### src/design/cfrc_pkg.sv
// Operation
// - Mode 10 shuts the output off at once, then follows the retry setting; the code restarts only for setting 111, every other setting latches off.
// - Mode 11 holds the output off only while the fault persists.
// - Any undercurrent fault drives the alert line low and sets its flag.
// - Fault flags stay set until the clear-faults command.
// - Undercurrent response sets the undercurrent bit of the current status; the code has no status register, only uc_flag.
// - Retry setting 000 makes no restart; output stays off until cleared.
// - Retry 111 restarts repeatedly until off command, bias loss, other fault.
// - Restart interval is (delay field plus one) times 35 ms.
// - Undercurrent response register resets to 80h.
// - Undercurrent response is a paged, protectable read/write byte.
// - Average overcurrent threshold is a paged, protectable two-byte value.
// - Down-slope average covers switch-off samples after blanking.
// - Up-slope average covers switch-on samples after blanking.
// - Average overcurrent sets the overcurrent flag and its fault response; the code sets oc_flag and pulses avg_oc_event but never drops out_enable.
// - Threshold means signed mantissa times two to a signed exponent.
// - Threshold loads from the strap-selected value at power-up.
package cfrc_pkg;
    localparam logic [7:0] CFRC_UC_RESP_CMD = 8'hE6;
    localparam logic [7:0] CFRC_AVG_OC_CMD = 8'hE7;
    localparam logic [7:0] CFRC_UC_RESP_RST = 8'h80;
    localparam int CFRC_PAGES = 2;
    localparam int CFRC_CLK_MHZ = 125;
    localparam int CFRC_TICK_MS = 35;
    localparam int CFRC_TICK_CYC = CFRC_TICK_MS * 1000 * CFRC_CLK_MHZ;
    localparam logic [1:0] CFRC_MODE_RETRY = 2'h2;
    localparam logic [1:0] CFRC_MODE_HOLD = 2'h3;
    localparam logic [2:0] CFRC_RETRY_NONE = 3'h0;
    localparam logic [2:0] CFRC_RETRY_CONT = 3'h7;
    localparam int CFRC_MODE_HI = 7;
    localparam int CFRC_MODE_LO = 6;
    localparam int CFRC_RTRY_HI = 5;
    localparam int CFRC_RTRY_LO = 3;
    localparam int CFRC_DLY_HI = 2;
    localparam int CFRC_EXP_HI = 15;
    localparam int CFRC_EXP_LO = 11;
    localparam int CFRC_MAN_HI = 10;
    // Current samples are signed amperes with this many fraction bits
    localparam int CFRC_FRAC = 8;
    localparam int CFRC_ACC_W = 32;

    typedef struct packed {
        logic wr;
        logic rd;
        logic [7:0] cmd;
        logic page;
        logic [15:0] wdata;
        logic protect;
        logic clear_faults;
    } cfrc_cmd_t;

    typedef struct packed {
        logic valid;
        logic [15:0] amps;
        logic on_phase;
        logic blank;
    } cfrc_sample_t;
endpackage : cfrc_pkg

### src/design/cfrc_top.sv
`timescale 1ns/100ps
// Undercurrent response and average overcurrent threshold, per page.
module cfrc_top #(
    parameter int TICK_CYC = cfrc_pkg::CFRC_TICK_CYC
) (
    // Clock and reset
    input wire logic clk,
    input wire logic sys_rst,
    // Command port from the bus engine
    input wire cfrc_pkg::cfrc_cmd_t cmd,
    output logic [15:0] rdata,
    // Strap-selected default threshold, one value loaded into both pages
    input wire logic [15:0] strap_limit,
    // Sensing, per page; up_slope is shared by both pages
    input wire logic [1:0] uc_fault,
    input wire logic [1:0] off_cmd,
    input wire logic [1:0] bias_ok,
    input wire logic [1:0] other_fault,
    input wire logic up_slope,
    input wire cfrc_pkg::cfrc_sample_t smp0,
    input wire cfrc_pkg::cfrc_sample_t smp1,
    // Outputs
    output logic [1:0] out_enable,
    output logic [1:0] uc_flag,
    output logic [1:0] oc_flag,
    output logic [1:0] avg_oc_event,
    output logic shared_alert_line_n
);
    typedef enum logic [2:0] {
        CFRC_RUN = 3'h1,
        CFRC_OFF = 3'h2,
        CFRC_WAIT = 3'h4
    } cfrc_state_t;

    logic [7:0] undercurrent_fault_response [cfrc_pkg::CFRC_PAGES];
    logic [15:0] average_overcurrent_threshold [cfrc_pkg::CFRC_PAGES];
    logic strap_done;
    logic [1:0] uc_s1, uc_s2, off_s1, off_s2, bias_s1, bias_s2;
    logic [1:0] oth_s1, oth_s2;
    cfrc_state_t st [cfrc_pkg::CFRC_PAGES];
    logic [31:0] pre;
    logic tick;
    logic [2:0] dly [cfrc_pkg::CFRC_PAGES];
    logic [1:0] av_valid;
    logic signed [15:0] av [cfrc_pkg::CFRC_PAGES];
    logic [1:0] oc_hit;

    // Linear value scaled to samples' fixed point; no saturation, so a large
    // exponent can overflow the 32 bits; samples span at most 128 A
    function automatic logic signed [31:0] lin_fix(input logic [15:0] w);
        logic signed [4:0] n;
        logic signed [31:0] y;
        logic signed [7:0] sh;
        n = w[cfrc_pkg::CFRC_EXP_HI:cfrc_pkg::CFRC_EXP_LO];
        y = {{21{w[cfrc_pkg::CFRC_MAN_HI]}}, w[cfrc_pkg::CFRC_MAN_HI:0]};
        sh = 8'(n) + 8'(cfrc_pkg::CFRC_FRAC);
        if (sh >= 0)
            lin_fix = y <<< sh;
        else
            lin_fix = y >>> (-sh);
    endfunction : lin_fix

    // Synchronisers for pin-level inputs
    always_ff @(posedge clk) begin
        if (sys_rst) begin
            uc_s1 <= 2'h0;
            uc_s2 <= 2'h0;
            off_s1 <= 2'h0;
            off_s2 <= 2'h0;
            bias_s1 <= 2'h0;
            bias_s2 <= 2'h0;
            oth_s1 <= 2'h0;
            oth_s2 <= 2'h0;
        end else begin
            uc_s1 <= uc_fault;
            uc_s2 <= uc_s1;
            off_s1 <= off_cmd;
            off_s2 <= off_s1;
            bias_s1 <= bias_ok;
            bias_s2 <= bias_s1;
            oth_s1 <= other_fault;
            oth_s2 <= oth_s1;
        end
    end

    // Register writes; strap captured once after reset release
    always_ff @(posedge clk) begin
        if (sys_rst) begin
            for (int p = 0; p < cfrc_pkg::CFRC_PAGES; p++) begin
                undercurrent_fault_response[p] <= cfrc_pkg::CFRC_UC_RESP_RST;
                average_overcurrent_threshold[p] <= 16'h0;
            end
            strap_done <= 1'b0;
        end else begin
            if (!strap_done) begin
                for (int p = 0; p < cfrc_pkg::CFRC_PAGES; p++)
                    average_overcurrent_threshold[p] <= strap_limit;
                strap_done <= 1'b1;
            end else if (cmd.wr && !cmd.protect) begin
                if (cmd.cmd == cfrc_pkg::CFRC_UC_RESP_CMD)
                    undercurrent_fault_response[cmd.page] <= cmd.wdata[7:0];
                else if (cmd.cmd == cfrc_pkg::CFRC_AVG_OC_CMD)
                    average_overcurrent_threshold[cmd.page] <= cmd.wdata;
            end
        end
    end

    always_ff @(posedge clk) begin
        if (sys_rst) begin
            rdata <= 16'h0;
        end else if (cmd.rd) begin
            if (cmd.cmd == cfrc_pkg::CFRC_UC_RESP_CMD)
                rdata <= {8'h00, undercurrent_fault_response[cmd.page]};
            else if (cmd.cmd == cfrc_pkg::CFRC_AVG_OC_CMD)
                rdata <= average_overcurrent_threshold[cmd.page];
            else
                rdata <= 16'h0;
        end
    end

    // 35 ms prescaler, free running; shared by both pages, no page restarts it
    always_ff @(posedge clk) begin
        if (sys_rst) begin
            pre <= 32'h0;
            tick <= 1'b0;
        end else begin
            tick <= (pre == 32'(TICK_CYC - 1));
            pre <= (pre == 32'(TICK_CYC - 1)) ? 32'h0 : pre + 32'h1;
        end
    end

    cfrc_avg u_avg0 (
        .clk(clk),
        .sys_rst(sys_rst),
        .smp(smp0),
        .up_slope(up_slope),
        .avg_valid(av_valid[0]),
        .avg(av[0])
    );
    cfrc_avg u_avg1 (
        .clk(clk),
        .sys_rst(sys_rst),
        .smp(smp1),
        .up_slope(up_slope),
        .avg_valid(av_valid[1]),
        .avg(av[1])
    );

    always_comb begin
        for (int p = 0; p < cfrc_pkg::CFRC_PAGES; p++)
            oc_hit[p] = av_valid[p] && strap_done &&
                ($signed({{16{av[p][15]}}, av[p]}) >
                 lin_fix(average_overcurrent_threshold[p]));
    end

    // Sticky flags: set wins over clear
    always_ff @(posedge clk) begin
        if (sys_rst) begin
            uc_flag <= 2'h0;
            oc_flag <= 2'h0;
            avg_oc_event <= 2'h0;
            shared_alert_line_n <= 1'b1;
        end else begin
            avg_oc_event <= oc_hit;
            for (int p = 0; p < cfrc_pkg::CFRC_PAGES; p++) begin
                if (uc_s2[p])
                    uc_flag[p] <= 1'b1;
                else if (cmd.clear_faults)
                    uc_flag[p] <= 1'b0;
                if (oc_hit[p])
                    oc_flag[p] <= 1'b1;
                else if (cmd.clear_faults)
                    oc_flag[p] <= 1'b0;
            end
            shared_alert_line_n <= !(|uc_s2 || |oc_hit ||
                ((|uc_flag || |oc_flag) && !cmd.clear_faults));
        end
    end

    // Per-page response machine
    always_ff @(posedge clk) begin
        if (sys_rst) begin
            for (int p = 0; p < cfrc_pkg::CFRC_PAGES; p++) begin
                st[p] <= CFRC_RUN;
                dly[p] <= 3'h0;
            end
            out_enable <= 2'h0;
        end else begin
            for (int p = 0; p < cfrc_pkg::CFRC_PAGES; p++) begin
                logic [1:0] md;
                logic [2:0] rt;
                md = undercurrent_fault_response[p][cfrc_pkg::CFRC_MODE_HI:
                                                     cfrc_pkg::CFRC_MODE_LO];
                rt = undercurrent_fault_response[p][cfrc_pkg::CFRC_RTRY_HI:
                                                     cfrc_pkg::CFRC_RTRY_LO];
                case (st[p])
                    CFRC_RUN: begin
                        out_enable[p] <= 1'b1;
                        if (uc_s2[p]) begin
                            out_enable[p] <= 1'b0;
                            if (md == cfrc_pkg::CFRC_MODE_HOLD) begin
                                st[p] <= CFRC_OFF;
                            end else if (md == cfrc_pkg::CFRC_MODE_RETRY &&
                                    rt == cfrc_pkg::CFRC_RETRY_CONT) begin
                                st[p] <= CFRC_WAIT;
                                dly[p] <= 3'h0;
                            end else begin
                                st[p] <= CFRC_OFF;
                            end
                        end
                    end
                    CFRC_OFF: begin
                        out_enable[p] <= 1'b0;
                        if (md == cfrc_pkg::CFRC_MODE_HOLD) begin
                            if (!uc_s2[p])
                                st[p] <= CFRC_RUN;
                        end else if (cmd.clear_faults) begin
                            st[p] <= CFRC_RUN;
                        end
                    end
                    CFRC_WAIT: begin
                        out_enable[p] <= 1'b0;
                        if (off_s2[p] || !bias_s2[p] || oth_s2[p]) begin
                            st[p] <= CFRC_OFF;
                        end else if (tick) begin
                            if (dly[p] == undercurrent_fault_response[p]
                                    [cfrc_pkg::CFRC_DLY_HI:0]) begin
                                st[p] <= CFRC_RUN;
                                out_enable[p] <= 1'b1;
                            end else begin
                                dly[p] <= dly[p] + 3'h1;
                            end
                        end
                    end
                    default: st[p] <= CFRC_RUN;
                endcase
            end
        end
    end

    property p_uc_sets_flag;
        @(posedge clk) disable iff (sys_rst)
        uc_s2[0] |=> uc_flag[0] && !shared_alert_line_n;
    endproperty
    a_uc_sets_flag: assert property (p_uc_sets_flag)
        else $error("undercurrent did not set flag and alert");

    property p_flag_sticky;
        @(posedge clk) disable iff (sys_rst)
        (uc_flag[0] && !cmd.clear_faults) |=> uc_flag[0];
    endproperty
    a_flag_sticky: assert property (p_flag_sticky)
        else $error("flag dropped without clear");

    property p_shutdown_now;
        @(posedge clk) disable iff (sys_rst)
        (st[0] == CFRC_RUN && uc_s2[0]) |=> !out_enable[0];
    endproperty
    a_shutdown_now: assert property (p_shutdown_now)
        else $error("output not disabled on fault");

    property p_no_retry;
        @(posedge clk) disable iff (sys_rst)
        (st[0] == CFRC_OFF && !cmd.clear_faults &&
         undercurrent_fault_response[0][cfrc_pkg::CFRC_MODE_HI:
             cfrc_pkg::CFRC_MODE_LO] != cfrc_pkg::CFRC_MODE_HOLD)
        |=> st[0] == CFRC_OFF;
    endproperty
    a_no_retry: assert property (p_no_retry)
        else $error("left off state without clear");

    property p_hold_resume;
        @(posedge clk) disable iff (sys_rst)
        (st[0] == CFRC_OFF && !uc_s2[0] &&
         undercurrent_fault_response[0][cfrc_pkg::CFRC_MODE_HI:
             cfrc_pkg::CFRC_MODE_LO] == cfrc_pkg::CFRC_MODE_HOLD)
        |=> st[0] == CFRC_RUN;
    endproperty
    a_hold_resume: assert property (p_hold_resume)
        else $error("output not resumed after fault gone");

    property p_retry_stop;
        @(posedge clk) disable iff (sys_rst)
        (st[0] == CFRC_WAIT && off_s2[0]) |=> st[0] == CFRC_OFF;
    endproperty
    a_retry_stop: assert property (p_retry_stop)
        else $error("retry not stopped by off command");

    property p_oc_flag;
        @(posedge clk) disable iff (sys_rst)
        oc_hit[0] |=> oc_flag[0] && avg_oc_event[0];
    endproperty
    a_oc_flag: assert property (p_oc_flag)
        else $error("average overcurrent flag missing");

    property p_reset_value;
        @(posedge clk)
        sys_rst |=>
            undercurrent_fault_response[0] == cfrc_pkg::CFRC_UC_RESP_RST;
    endproperty
    a_reset_value: assert property (p_reset_value)
        else $error("response register reset value wrong");

    // Threshold must follow the strap on the first edge after reset
    property p_strap_load;
        @(posedge clk) disable iff (sys_rst)
        !strap_done |=>
            average_overcurrent_threshold[0] == $past(strap_limit);
    endproperty
    a_strap_load: assert property (p_strap_load)
        else $error("strap threshold not loaded");
endmodule : cfrc_top

### src/design/cfrc_avg.sv
`timescale 1ns/100ps
// Averages current samples over the sensed interval, skipping blanking.
module cfrc_avg (
    // Clock and reset
    input wire logic clk,
    input wire logic sys_rst,
    // Sample stream
    input wire cfrc_pkg::cfrc_sample_t smp,
    input wire logic up_slope,
    // Result
    output logic avg_valid,
    output logic signed [15:0] avg
);
    logic signed [cfrc_pkg::CFRC_ACC_W-1:0] acc;
    logic [15:0] cnt;
    logic in_win;
    logic was_in;

    always_comb begin
        // Up-slope uses the on time, down-slope the off time
        in_win = smp.valid && (smp.on_phase == up_slope) && !smp.blank;
    end

    always_ff @(posedge clk) begin
        if (sys_rst) begin
            acc <= '0;
            cnt <= 16'h0;
            was_in <= 1'b0;
            avg_valid <= 1'b0;
            avg <= 16'sh0;
        end else begin
            avg_valid <= 1'b0;
            if (in_win) begin
                acc <= acc + {{(cfrc_pkg::CFRC_ACC_W-16){smp.amps[15]}},
                              smp.amps};
                cnt <= cnt + 16'h1;
                was_in <= 1'b1;
            end else if (smp.valid && was_in && !smp.blank) begin
                // Interval ended: mean of samples; divider kept simple
                avg <= 16'(acc / $signed({16'h0, cnt}));
                avg_valid <= 1'b1;
                acc <= '0;
                cnt <= 16'h0;
                was_in <= 1'b0;
            end
        end
    end

    property p_avg_after_window;
        @(posedge clk) disable iff (sys_rst)
        (smp.valid && was_in && !in_win && !smp.blank) |=> avg_valid;
    endproperty
    a_avg_after_window: assert property (p_avg_after_window)
        else $error("average not produced at interval end");
endmodule : cfrc_avg

### config.mk
export PLATFORM = sky130hd
export DESIGN_NAME = cfrc_top
export DESIGN_NICKNAME = d
export VERILOG_FILES = /design/src/design/cfrc_pkg.sv /design/src/design/cfrc_top.sv /design/src/design/cfrc_avg.sv
export SDC_FILE = /design/constraint.sdc
export NUM_CORES = 2
export LEC_CHECK = 0
export BUFFER_PORTS_ARGS = -buffer_cell sky130_fd_sc_hd__buf_4
export CELL_PAD_IN_SITES_DETAIL_PLACEMENT = 1
export CELL_PAD_IN_SITES_GLOBAL_PLACEMENT = 1
export CORE_MARGIN = 10
export CORE_UTILIZATION = 49
export DETAILED_ROUTE_END_ITERATION = 8
export PLACE_DENSITY_LB_ADDON = 0.12
export SLEW_MARGIN = 10
export SYNTH_ARGS = -nofsm -noshare
export SYNTH_HDL_FRONTEND = slang
export SYNTH_SLANG_ARGS = --single-unit
### constraint.sdc
create_clock -name clk -period 129 [get_ports clk]
set_input_delay 6.45 -clock clk [delete_from_list [all_inputs] [get_ports clk]]
set_output_delay 6.45 -clock clk [all_outputs]
set_load 0.03 [all_outputs]
==> impl_results.md <==
- Yosys reg bits: 267
- CTS root buf: clkbuf_16
- GRT Residual Overflow: 0
- Antenna cells: 0
- Clock transition at path regs: 0.05 ns
- Slew margin rel.: 13.72%
- Worst path most repeated cell: o21a_1
- Synth top cells by count: nor2_1, ha_1, nand2_1, a21oi_1, nor3_1
- Reg2reg path depth: 435
- Worst Skew: 0.01958 ns
- Gr usage total: 29.65%
- CP Max Fanout: 32
- Final setup vio count: 0
- Global-route wire length before repair: 371200 µm
- TritonCTS clock tree: built
- Async SR Flop Fraction: 0%
- Filler cells: 16939
- Core box area: 0.1313 mm²
- Total Negative Setup Slacks: 0 ns
- Drt drc: 0
- Ports: 119
- DRT iter0 DRCs: 4292
- Total CTS buffers: 35
- Drt via density: 6.539
- Largest net degree at the start of global routing: 117
- Antenna violations before repair: 0
- Gpl congestion: 0.9273
- RSZ-0062 raised after global routing: false
- Synth Net Count: 9981
- CP Class: reg -> reg
- Arr. time, crit path: 108.44 ns
- Final WL: 229300 µm
- Least-Margin Pin Slew: 1.290 ns
- Post-synthesis sequential area ratio: 9.195%
- Synthesis warning total: 0
- Syn Std Cell Area: 0.06466 mm²
- Clock sink total: 267
- Mean Syn Cell Area: 7.220 µm²
- Worst hold path depth: 1
- Setup repair bufs after CTS: 0
- Routed len/inst: 21.48 µm
- Top FF cell, synth: dfxtp_1
- CP max stage delay: 0.91 ns
- Hold WC Path Type: reg -> reg
- Final Hold Fails: 0
- Total of max-cap violations: 0
- R2R Setup Slk: 21.05 ns
- First-pass DRT Iterations: 5
- # rows: 133
- CTS resizes: 0
- Die area: 0.1469 mm²
- Synth top area share: 17.98%
- Worst-Skew Late Latency: 0.60 ns
- CP max-delay cell: a211oi_2
- Worst setup SP type: register
- Fin crit period: 107.95 ns
- Req. time, crit path: 129.50 ns
- Starting Density: 49.25%
- Fmax: 9.264 MHz
- PortBufs: 118
- Share of post-route cells with drive strength above 1: 8.288%
- Die width: 383.3 µm
- Layout area overhead: 5.863%
- Distinct cells, synth: 129
- Layout Nets: 9915
- Vias in the first global route: 71579
- Final period util: 83.68%
- Status: finished, final reports clean
- Clk buf depth: 3
- Element type at the critical path end: register
- Final ANT Viol Nets: 0
- Count leader, synth: nor2_1
- Mapped Cells: 8956
- Overall die height: 383.3 µm
- Post-synth EDFFs: 60
- Largest cells by area after synthesis: ha_1, dfxtp_1, nor2_1
- Hold Buf Count CTS: 0
- Leading area contributor after synthesis: ha_1
- Max-slew violations: 0
- Hpwl dp: 183900 µm
- H-tree depth: 2
- Via count: 69788
cells in the final DEF (no fill, tap or decap), types with 35 or more instances in the layout:
cell       netlist  final
a211oi_1        98     97
nor4_1          63     61
or4_1           40     40
nand2b_1       109    109
or3_1          100    100
and2_1          95     95
o21a_1         438    438
dfxtp_1        207    205
a21oi_1        635    635
a21o_1         185    185
o211ai_1        71     71
ha_1           929    929
inv_1          261    261
nor2b_1        130    130
o31ai_1        269    269
and3_1          63     63
a31oi_1         92     92
nor3_1         520    517
o21bai_1        62     62
nand4_1         82     82
a22oi_1         89     89
o21ai_1         37     37
xor2_1         178    178
mux2i_1        115    115
nand2_1        768    768
o21ai_0        389    387
mux2_2         178    178
buf_4            3    224
nand3_1        198    198
edfxtp_1        60     60
nor2_1         961    950
or2_2          126    126
clkbuf_16        0     35
a22o_1          46     46
xnor2_1        339    339
worst max-delay path, delay by kind of cell (launching register included):
kind	cells	cell delay (ns)
multiplexers	7	2.17
flip-flops	1	0.38
AND/OR/NAND/NOR	104	26.74
AO/OA/AOI/OAI	277	65.54
XOR/XNOR	1	0.23
adder cells (fa/ha/maj)	33	10.00
buffers and inverters	13	2.59
final cells by class:
cell class | count | area [µm²] | area share (%)
Timing Repair Buffer | 226 | 1713 | 2.502
Clock buffer | 48 | 954.7 | 1.395
Inverter | 268 | 1006 | 1.470
Multi-Input combinational cell | 8092 | 56500 | 82.54
Tap cell | 1755 | 2196 | 3.208
Clock inverter | 16 | 137.6 | 0.2011
Sequential cell | 267 | 5948 | 8.689
flip-flops by register name, summed over array words and instances (netlist names), 32 cells and up:
signal and flops:
average_overcurrent_threshold 32, pre 32, u_avg1.acc 32, u_avg0.acc 32
per-layer routing:
layer	global-route usage [%]	part of all wire [%]	wire length, µm	up-vias
met5	0	0	0	-
met4	8.737	3.0	6989	0
met3	2.689	3.2	7398	420
met2	52.84	49	111500	1263
met1	37.49	45	103400	34424
li1	-	-	-	33681
cells by family (layout without fill, tap and decap cells):
group,after synthesis,count (layout),synth area share (%)
compound gates,2931,2931,31.26
xor+xnor,517,517,7.002
fa+ha+maj,934,934,18.08
buf+inv,597,558,3.582
flops,267,267,9.195
mux,302,302,5.116
simple gates,3408,3408,25.76
worst paths after layout:
check,from,endpoint
worst max-delay path,u_avg0.acc[2],u_avg0.avg[14]
worst min-delay path,oth_s1[1],oth_s2[1]
worst max register to register,u_avg0.acc[2],u_avg0.avg[14]
worst min register to register,oth_s1[1],oth_s2[1]
stage by stage:
step                area, µm²  util (%)  cells  hold slack (ns)  setup slack (ns)
floorplan               64660         -   8956           0.4138             33.20
global placement        67350     51.30  10608           0.4348             26.99
detailed placement      67350     51.30  10608           0.4311             22.50
CTS                     68440     52.13  10672           0.4493             21.95
global route            68460     52.14  10672           0.4645             11.93
finish                  68460     52.14  10672           0.4444             21.05
Power is left out: the tool's default activity adds up to more than one toggle a clock period on the data nets, which glitch-free logic cannot reach.
